## src/hdl/acf_pkg.sv

```systemverilog
// constants, field layout and reference decoding for the converter setup word
// assumes one 100 MHz system clock; the setup word arrives on a slow serial link
// Summary of operation
// source 000: internal reference, 2.5 V buffered
// source 001: internal reference, 4.096 V buffered
// source 110: external, reference/buffer/thermometer off
// 111 external buffered; 100/101 never written
// scan 10: channel 0..last, thermometer, repeat
// scan 11: channel 0..last, no thermometer
// echo bit 0 appends setup word
// filter bit 0 narrows; host quarters rate
// channel field binary; four-channel ignores bit 9
// scan 00 single channel; 01 keeps scanning
// 14 bits, MSB first, sck rising
// top bit 1 overwrites, 0 keeps
// apply at conversion end; incomplete discarded
package acf_pkg;
	localparam int ACF_W = 14;
	localparam int ACF_UPD_BIT = 13;
	localparam int ACF_CH_HI = 9;
	localparam int ACF_CH_LO = 7;
	localparam int ACF_FW_BIT = 6;
	localparam int ACF_REF_HI = 5;
	localparam int ACF_REF_LO = 3;
	localparam int ACF_SCAN_HI = 2;
	localparam int ACF_SCAN_LO = 1;
	localparam int ACF_ECHO_BIT = 0;
	// power-up contents are undefined; the factory preload is used instead
	localparam logic [13:0] ACF_CFG_RST = 14'h3FFF;
	localparam logic [3:0] ACF_CNT_FULL = 4'hE;
	localparam logic [3:0] ACF_CNT_ZERO = 4'h0;
	localparam logic [3:0] ACF_CNT_ONE = 4'h1;
	localparam logic [2:0] ACF_CH_ZERO = 3'h0;
	localparam logic [2:0] ACF_CH_ONE = 3'h1;
	// reference source codes
	localparam logic [2:0] ACF_REF_INT25 = 3'h0;
	localparam logic [2:0] ACF_REF_INT41 = 3'h1;
	localparam logic [2:0] ACF_REF_EXT_T = 3'h2;
	localparam logic [2:0] ACF_REF_EXT_BT = 3'h3;
	localparam logic [2:0] ACF_REF_EXT = 3'h6;
	localparam logic [2:0] ACF_REF_EXT_B = 3'h7;
	// scan mode codes
	localparam logic [1:0] ACF_SCAN_OFF = 2'h0;
	localparam logic [1:0] ACF_SCAN_HOLD = 2'h1;
	localparam logic [1:0] ACF_SCAN_TEMP = 2'h2;
	localparam logic [1:0] ACF_SCAN_LOOP = 2'h3;
	// decoded reference controls: bit positions
	localparam int ACF_RC_INT = 0;
	localparam int ACF_RC_HI = 1;
	localparam int ACF_RC_BUF = 2;
	localparam int ACF_RC_THERM = 3;

	typedef enum logic [2:0] {
		ACF_ST_SINGLE = 3'b001,
		ACF_ST_CHAN = 3'b010,
		ACF_ST_TEMP = 3'b100
	} acf_scan_t;

	// reserved codes fall to the all-off external setting, the least harmful choice
	function automatic logic [3:0] acf_ref_decode(input logic [2:0] code);
		logic [3:0] rc;
		rc = 4'h0;
		case (code)
			ACF_REF_INT25: rc = 4'hD;
			ACF_REF_INT41: rc = 4'hF;
			ACF_REF_EXT_T: rc = 4'h8;
			ACF_REF_EXT_BT: rc = 4'hC;
			ACF_REF_EXT_B: rc = 4'h4;
			default: rc = 4'h0;
		endcase
		return rc;
	endfunction
endpackage

```

## src/hdl/acf_ser_if.sv

```systemverilog
// carries the shifted setup word from the serial shifter to the setup control
// assumes both ends run on clk_sys
`timescale 1ns/1ps
interface acf_ser_if;
	logic [13:0] word;
	logic complete;
	logic consume;
	modport shifter(output word, output complete, input consume);
	modport ctrl(input word, input complete, output consume);
endinterface

```

## src/hdl/acf_shift.sv

```systemverilog
// serial shifter: synchronises the link pins and collects 14 bits on sck rising edges
// assumes sck, sdi and sample_trigger are asynchronous pins; consume comes from clk_sys logic
`timescale 1ns/1ps
module acf_shift
	import acf_pkg::*;
(
	// clock and reset
	input wire logic clk_sys,
	input wire logic rst_b,
	// link pins
	input wire logic sck,
	input wire logic sdi,
	input wire logic sample_trigger,
	// word to control
	acf_ser_if.shifter ser
);
	logic sck_m, sck_s, sck_d, sdi_m, sdi_s, trig_m, trig_s;
	logic [13:0] word;
	logic [3:0] cnt;
	logic [13:0] next_word;
	logic [3:0] next_cnt;
	logic rise;

	always_ff @(posedge clk_sys) begin
		if (!rst_b) begin
			sck_m <= 1'b0;
			sck_s <= 1'b0;
			sck_d <= 1'b0;
			sdi_m <= 1'b0;
			sdi_s <= 1'b0;
			trig_m <= 1'b0;
			trig_s <= 1'b0;
		end else begin
			sck_m <= sck;
			sck_s <= sck_m;
			sck_d <= sck_s;
			sdi_m <= sdi;
			sdi_s <= sdi_m;
			trig_m <= sample_trigger;
			trig_s <= trig_m;
		end
	end

	// data is ignored while the trigger stands high
	assign rise = sck_s & ~sck_d & ~trig_s;

	always_comb begin
		next_word = word;
		next_cnt = cnt;
		if (ser.consume) begin
			// an edge in the consume cycle starts the next word
			next_cnt = rise ? ACF_CNT_ONE : ACF_CNT_ZERO;
			if (rise)
				next_word = {word[12:0], sdi_s};
		end else if (rise && cnt != ACF_CNT_FULL) begin
			next_word = {word[12:0], sdi_s};
			next_cnt = cnt + ACF_CNT_ONE;
		end
	end

	always_ff @(posedge clk_sys) begin
		if (!rst_b) begin
			word <= 14'h0000;
			cnt <= ACF_CNT_ZERO;
		end else begin
			word <= next_word;
			cnt <= next_cnt;
		end
	end

	assign ser.word = word;
	assign ser.complete = (cnt == ACF_CNT_FULL);
endmodule

```

## src/hdl/acf_top.sv

```systemverilog
// setup word control: stores the setup, decodes reference, filter, echo and channel scan
// assumes conv_done is a one-cycle pulse on clk_sys from the conversion core
`timescale 1ns/1ps
module acf_top
	import acf_pkg::*;
#(
	parameter bit EIGHT_CH = 1'b1
)
(
	// clock and reset
	input wire logic clk_sys,
	input wire logic rst_b,
	// serial link pins
	input wire logic sck,
	input wire logic sdi,
	input wire logic sample_trigger,
	// conversion core
	input wire logic conv_done,
	// channel and scan
	output logic [2:0] channel_number_select,
	output logic temp_convert,
	// analog controls
	output logic filter_narrow,
	output logic ref_int_en,
	output logic ref_hi_level,
	output logic ref_buf_en,
	output logic thermo_en,
	// setup echo
	output logic setup_echo_en,
	output logic [13:0] converter_setup_word
);
	acf_ser_if ser ();
	acf_scan_t state, next_state;
	logic [13:0] next_cfg;
	logic [2:0] next_ch;
	logic [3:0] next_rc;
	logic consume;
	logic apply;
	logic restart;
	logic [1:0] mode;
	logic [2:0] last;

	acf_shift u_shift (
		.clk_sys(clk_sys),
		.rst_b(rst_b),
		.sck(sck),
		.sdi(sdi),
		.sample_trigger(sample_trigger),
		.ser(ser)
	);

	// four-channel part has no bit 9
	function automatic logic [2:0] chan_mask(input logic [2:0] f);
		return EIGHT_CH ? f : {1'b0, f[1:0]};
	endfunction

	// every conversion end closes the word window, complete or not
	assign consume = conv_done;
	assign ser.consume = consume;
	assign apply = conv_done && ser.complete && ser.word[ACF_UPD_BIT];

	always_comb begin
		next_cfg = apply ? ser.word : converter_setup_word;
		mode = next_cfg[ACF_SCAN_HI:ACF_SCAN_LO];
		last = chan_mask(next_cfg[ACF_CH_HI:ACF_CH_LO]);
		// changing the last channel outside hold mode, or leaving single mode, starts the scan over
		restart = apply && (ser.word[ACF_CH_HI:ACF_CH_LO] != converter_setup_word[ACF_CH_HI:ACF_CH_LO]);
		next_state = state;
		next_ch = channel_number_select;
		if (conv_done) begin
			case (mode)
				ACF_SCAN_OFF: begin
					next_state = ACF_ST_SINGLE;
					next_ch = last;
				end
				default: begin
					if (mode != ACF_SCAN_HOLD && restart) begin
						next_state = ACF_ST_CHAN;
						next_ch = ACF_CH_ZERO;
					end else begin
						case (state)
							ACF_ST_SINGLE: begin
								next_state = ACF_ST_CHAN;
								next_ch = ACF_CH_ZERO;
							end
							ACF_ST_CHAN: begin
								if (channel_number_select >= last) begin
									next_ch = ACF_CH_ZERO;
									if (mode == ACF_SCAN_TEMP)
										next_state = ACF_ST_TEMP;
									else
										next_state = ACF_ST_CHAN;
								end else begin
									next_ch = channel_number_select + ACF_CH_ONE;
								end
							end
							ACF_ST_TEMP: begin
								next_state = ACF_ST_CHAN;
								next_ch = ACF_CH_ZERO;
							end
							default: begin
								next_state = ACF_ST_SINGLE;
								next_ch = ACF_CH_ZERO;
							end
						endcase
					end
				end
			endcase
		end
		next_rc = acf_ref_decode(next_cfg[ACF_REF_HI:ACF_REF_LO]);
	end

	always_ff @(posedge clk_sys) begin
		if (!rst_b) begin
			converter_setup_word <= ACF_CFG_RST;
			state <= ACF_ST_SINGLE;
			channel_number_select <= ACF_CH_ZERO;
			temp_convert <= 1'b0;
			filter_narrow <= 1'b0;
			ref_int_en <= 1'b0;
			ref_hi_level <= 1'b0;
			ref_buf_en <= 1'b1;
			thermo_en <= 1'b0;
			setup_echo_en <= 1'b0;
		end else begin
			converter_setup_word <= next_cfg;
			state <= next_state;
			channel_number_select <= next_ch;
			temp_convert <= (next_state == ACF_ST_TEMP);
			filter_narrow <= ~next_cfg[ACF_FW_BIT];
			ref_int_en <= next_rc[ACF_RC_INT];
			ref_hi_level <= next_rc[ACF_RC_HI];
			ref_buf_en <= next_rc[ACF_RC_BUF];
			thermo_en <= next_rc[ACF_RC_THERM];
			setup_echo_en <= ~next_cfg[ACF_ECHO_BIT];
		end
	end
endmodule

```

## config.mk

```make
export PLATFORM = sky130hd
export DESIGN_NAME = acf_top
export DESIGN_NICKNAME = d
export VERILOG_FILES = /design/src/hdl/acf_pkg.sv /design/src/hdl/acf_ser_if.sv /design/src/hdl/acf_shift.sv /design/src/hdl/acf_top.sv
export SDC_FILE = /design/constraint.sdc
export NUM_CORES = 1
export LEC_CHECK = 0
export ABC_AREA = 1
export ABC_CLOCK_PERIOD_IN_PS = 2600
export BUFFER_PORTS_ARGS = -buffer_cell sky130_fd_sc_hd__buf_2
export CORE_AREA = 3 3 70 72
export DETAILED_ROUTE_END_ITERATION = 12
export DIE_AREA = 0 0 73 75
export PLACE_DENSITY = 0.84
export SYNTH_ARGS = -nofsm -noshare
export SYNTH_HDL_FRONTEND = slang
export SYNTH_SLANG_ARGS = --single-unit
export TNS_END_PERCENT = 50
```

## constraint.sdc

```tcl
create_clock -name clk_sys -period 2.6 [get_ports clk_sys]
set_clock_uncertainty 0.1 [all_clocks]
set_input_delay 0.78 -clock clk_sys [delete_from_list [all_inputs] [get_ports clk_sys]]
set_output_delay 0.78 -clock clk_sys [all_outputs]
set_load 0.005 [all_outputs]
```

# --- Word-level counts from Yosys, hierarchy flattened ---
# Cells that the tools add are included.
op_classes:
  magnitude_cmp: 1
  reduce_logical: 10
  n_eq_ne: 14
  bitwise_logic: 6
  addsub: 2
  muxes: 18
ops:
  columns: ["op", "n"]
  rows:
  - ["2-to-1 mux 14 bit", 3]
  - ["2-to-1 mux 3 bit", 9]
  - ["one-hot mux 4 bit (5 select lines)", 1]
  - ["2-to-1 mux 10 bit", 1]
  - ["== test 3 x 2 -> 1 bit, second input constant", 3]
  - ["== test 3 bit, second input constant", 3]
  - ["2-to-1 mux 4 bit", 2]
  - ["== test 3 x 1 -> 1 bit, second input constant", 2]
  - ["one-hot mux 3 bit (2 select lines)", 1]
  - ["logical AND 1 bit", 5]
  - ["adder 4 x 1 -> 4 bit, second input constant", 1]
  - ["== test 4 bit, second input constant", 1]
  - ["!= test 2 x 1 -> 1 bit, second input constant", 2]
  - ["!= test 4 bit, second input constant", 1]
  - ["inverter 1 bit", 4]
  - ["adder 3 x 1 -> 3 bit, second input constant", 1]
  - ["greater-or-equal comparator 3 bit", 1]
  - ["zero test 3 bit", 1]
  - ["!= test 3 bit", 1]
  - ["AND 1 bit", 2]
  - ["== test 2 bit, second input constant", 1]
  - ["zero test 2 bit", 1]
  - ["AND reduction 2 bit", 1]
  - ["nonzero test 2 bit", 1]
  - ["2 further kinds", 2]
word_totals:
  regBits: 52
  inputBits: 6
  output_inout_bits: 24

# --- Longest topological paths before layout ---
depth:
  ltp_word: 12
  mapped_depth: 18

# --- By module ---
# From an unflattened synthesis, not the netlist that was laid out.
hier_totals:
  hier_cells: 334
  hier_area_um2: 2387.3
by_module_without_submodules:
  columns: ["mod", "seq_area_each_um2", "cells_per_inst", "n_inst", "area_per_inst_um2"]
  rows:
  - ["acf_top", 540.5, 179, 1, 1325.0]
  - ["acf_shift", 500.5, 155, 1, 1062.3]

# --- Worst setup path before layout ---
# Ideal clock, no wire load.
synth_path:
  path_type: "in2reg"
  startpoint: "input port conv_done"
  endpoint: "register state[1]"
  setup_time_ps: 121
  cell_stages: 15
  required_time_ps: 2379
  t_arrival_ps: 2406
  path_slack_ps: -26
  cell_sequence: "buf_4 > nand2_2 > nor2_4 > buf_4 > nand2_1 > nand2_1 > inv_1 > ha_1 > nand2_1 > o211ai_1 > nand3_1 > nand2_1 > nand3_1 > nand2_1 > a21oi_1"
synth_via:
  elab_chain_cells: 10
  elab_cells_between_ends: 15
  classes_between: "order compare (1); eq/ne (2); mux (7); reduce/logical (5)"
synth_lines:
  columns: ["item", "line_no", "text"]
  rows:
  - ["start: declaration", "acf_top.sv:18", "input wire logic conv_done,"]
  - ["parallel branches: the longest is 9 deep, another holds greater-or-equal comparator 3 bit", null, null]
  - ["2-to-1 mux 3 bit (*)", "acf_top.sv:70", "if (conv_done) begin"]
  - ["end signal: assignment", "acf_top.sv:127", "state <= next_state;"]
  - ["end: declaration", "acf_top.sv:33", "acf_scan_t state, next_state;"]
# Mark *: on every way between the ends.
# A chain may end at the register's enable or synchronous reset.

# --- Final worst setup path ---
layout_path:
  startpoint: "register u_shift.cnt[0]"
  endpoint: "register channel_number_select[2]"
layout_via:
  elab_chain_cells: 9
  elab_cells_between_ends: 13
  classes_between: "order compare (1); eq/ne (2); mux (5); reduce/logical (5)"
layout_lines:
  columns: ["item", "line_no", "text"]
  rows:
  - ["start: declaration", "acf_shift.sv:19", "logic [3:0] cnt;"]
  - ["start signal: assignment", "acf_shift.sv:67", "cnt <= next_cnt;"]
  - ["== test 4 bit (*)", "acf_shift.sv:72", "assign ser.complete = (cnt == ACF_CNT_FULL);"]
  - ["logical AND 1 bit (*) (2 in series)", "acf_top.sv:60", "assign apply = conv_done && ser.complete && ser.word[ACF_UPD_BIT];"]
  - ["2-to-1 mux 10 bit", "acf_top.sv:63", "next_cfg = apply ? ser.word : converter_setup_word;"]
  - ["greater-or-equal comparator 3 bit", "acf_top.sv:87", "if (channel_number_select >= last) begin"]
  - ["2-to-1 mux 3 bit", "acf_top.sv:87", null]
  - ["2-to-1 mux 3 bit", "acf_top.sv:81", "case (state)"]
  - ["2-to-1 mux 3 bit", "acf_top.sv:77", "if (mode != ACF_SCAN_HOLD && restart) begin"]
  - ["2-to-1 mux 3 bit (*)", "acf_top.sv:71", "case (mode)"]
  - ["end signal: assignment", "acf_top.sv:128", "channel_number_select <= next_ch;"]
  - ["end: declaration", "acf_top.sv:20", "output logic [2:0] channel_number_select,"]
# Mark *: on every way between the ends. The rest lies on a longest branch, timed or not.

==> results.toml <==
[worst_setup_path]
required_ps = 2750
crit_arrival_ps = 2540
end_kind = "flop"
startpoint_type = "flop"
crit_path_max_fanout = 5
path_class = "reg2reg"

[synthesis]
synth_edf_count = 0
async_flop_share = 0
synth-warning-count = 0
synth_commonest_cells = "nand2_1, dfxtp_1, nor2_1"
synth_area_sq_um = 2140
yosysSeqAreaShare = 0.486
synth_seq_cells = 52
synth_area_leaders = "dfxtp_1, nand2_1, nor2_1"
yosysUniqueCellTypes = 27
synth_flop_cell = "dfxtp_1"
yosysMostFrequentCell = "nand2_1"
synth_top_area_frac = 0.486
syn_avg_cell_area_sq_um = 7.54
syn-instance-count = 284
synth_top_cell_by_area = "dfxtp_1"
synth_fp_nets = 296

[run]
cap_violations = 0

[die]
io_pins = 30
dieArea_sq_um = 5480
fp.dieH_um = 75
rows = 24
fp.dieW_um = 73
initial_core_util = 0.492
core_area_sq_um = 4350

[place]
pre_cts_ws_ps = 0.630
post-dp-hpwl_um = 3060
portBuffers = 29
placed_area_sq_um = 2350
gp_congestion = 0.885
dp_cells = 362

[grt]
grt_pass1_vias = 1709
grt_overflow = 0
grt_usage = 0.172
grt_pass1_wl_um = 7360
antenna_found_initial = 0
grt_start_max_net_pins = 37

[clock_network]
clock_latency_ps = 300
clockBufferDepth = 2
clk_pin_slew_ps = 90
cts_tree = "done"
cts.sinks = 52
root_buffer = "clkbuf_8"
cts_buffers = 5
h-tree-depth = 2

[final_layout]
drive_above_1_share = 0.191
fillCellCount = 397
n_antenna_cell = 0
syn2layout_area_growth_pct = 15.9
multi_input_area_sq_um = 926
fin_cells = 372
nNetsFinal = 331
regArea_sq_um = 1040
utilization = 0.570
fin_area_sq_um = 2480

[timing]
finalSetupViolCount = 0
final.setup.tns_ps = 0
maxSlewViolCount = 0
hold_viol_final = 0
min_period_ps = 2390
relSlewSlack = 0.749
rsz0062_at_grt = "no"
fin_ws_ps = 210
post-route-period-util = 0.919
fmax_mhz = 418
worstMarginPinSlew_ps = 376

[route]
wl_per_cell_um = 11.4
drt_iter0_drc = 58
vias_per_cell = 4.94
wl_um = 4260
route.detailed.drc = 0
ant_nets = 0
vias = 1836
drtPass1Iterations = 4

[pwr]
leakagePower_nw = 1.22
irDropWorstVdd_mv = 0.465
power.density_nw_per_um2 = 596

[min_path]
hold_path.class = "reg2reg"

[outcome]
outcome = "finished, final reports clean"
-- stage by stage --
| stage | total power [W] | hold WS (ps) |
|---|---|---|
| after floorplan | 0.000924 | 290 |
| after global placement | 0.000945 | 292 |
| after detailed placement | 0.000948 | 296 |
| after CTS | 0.00150 | 320 |
| after global routing | 0.00155 | 343 |
| final | 0.00148 | 318 |
-- report_power, final --
part / leakage, nW / internal, W / switching, W
logic: 0.744 / 0.0000341 / 0.0000589
clock network: 0.0558 / 0.000291 / 0.000258
registers: 0.424 / 0.000821 / 0.0000173
-- sequential cells by signal, summed over array words and instances (netlist names), 3 cells and up --
signal and count:
converter_setup_word 14, u_shift.ser.word 14, u_shift.cnt 4, channel_number_select 3
state 3
-- worst paths after layout --
| check | from | end | slack [ps] | cells after the start |
|---|---|---|---|---|
| worst max-delay path | u_shift.cnt[0] | channel_number_select[2] | 210 | 15 |
| worst min-delay path | u_shift.sck_m | u_shift.sck_s | 320 | 2 |
| worst max register to register | u_shift.cnt[0] | channel_number_select[2] | 210 | 15 |
| worst min register to register | u_shift.sck_m | u_shift.sck_s | 320 | 2 |
-- cell families after synthesis --
family,share of synthesized area
adder cells (fa/ha/maj),0.0350
buffers and inverters,0.0870
XOR/XNOR,0.0164
AO/OA/AOI/OAI,0.0888
AND/OR/NAND/NOR,0.277
flip-flops,0.486
multiplexers,0.00935
-- critical path, cell delays in order, from the launching register on --
cell and delay [ps]:
dfxtp_1 350, inv_1 80, ha_2 200, nand3_2 120
nor2_4 150, nand2_1 70, o21ai_1 130, ha_1 300
a21oi_2 150, o211ai_1 140, buf_4 170, nor2_1 120
nand3_1 90, nand2_1 60, nand3_1 60, nand2_1 50
-- routing by layer --
layer,part of all wire,global-route usage,vias to the layer above
li1,-,-,956
met1,0.44,0.208,829
met2,0.50,0.298,47
met3,0.051,0.0534,4
met4,0.0068,0.0430,0
met5,0,0,-
-- placed cells by master (no fill, tap or decap) --
master / instances
a2111oi_0: 1
a21oi_1: 12
a21oi_2: 1
a31oi_1: 1
buf_2: 29
buf_4: 8
bufinv_16: 1
clkbuf_1: 1
clkbuf_8: 5
clkinv_1: 1
dfxtp_1: 52
ha_1: 5
ha_2: 1
inv_1: 34
inv_2: 1
inv_6: 1
mux2i_1: 2
nand2_1: 70
nand2_2: 8
nand3_1: 14
nand3_2: 1
nand4_1: 3
nor2_1: 35
nor2_2: 3
nor2_4: 2
nor3_1: 3
o211ai_1: 1
o21ai_0: 18
o21ai_1: 1
o21bai_1: 1
xnor2_1: 2
xor2_1: 2
-- layout make-up --
cell class	instances	area share
Clock buffer	6	0.0292
Clock inverter	2	0.0156
Inverter	36	0.0544
Multi-Input combinational cell	187	0.373
Sequential cell	52	0.419
Tap cell	52	0.0262
Timing Repair Buffer	37	0.0826
-- repair_timing --
item	4_1_cts	5_1_grt
hold buffers	0	0
setup buffers	0	2
resized for setup	0	4
setup endpoints to repair	0	3
endpoints found under the hold margin	0	0
(Power assumes the default switching activity.)
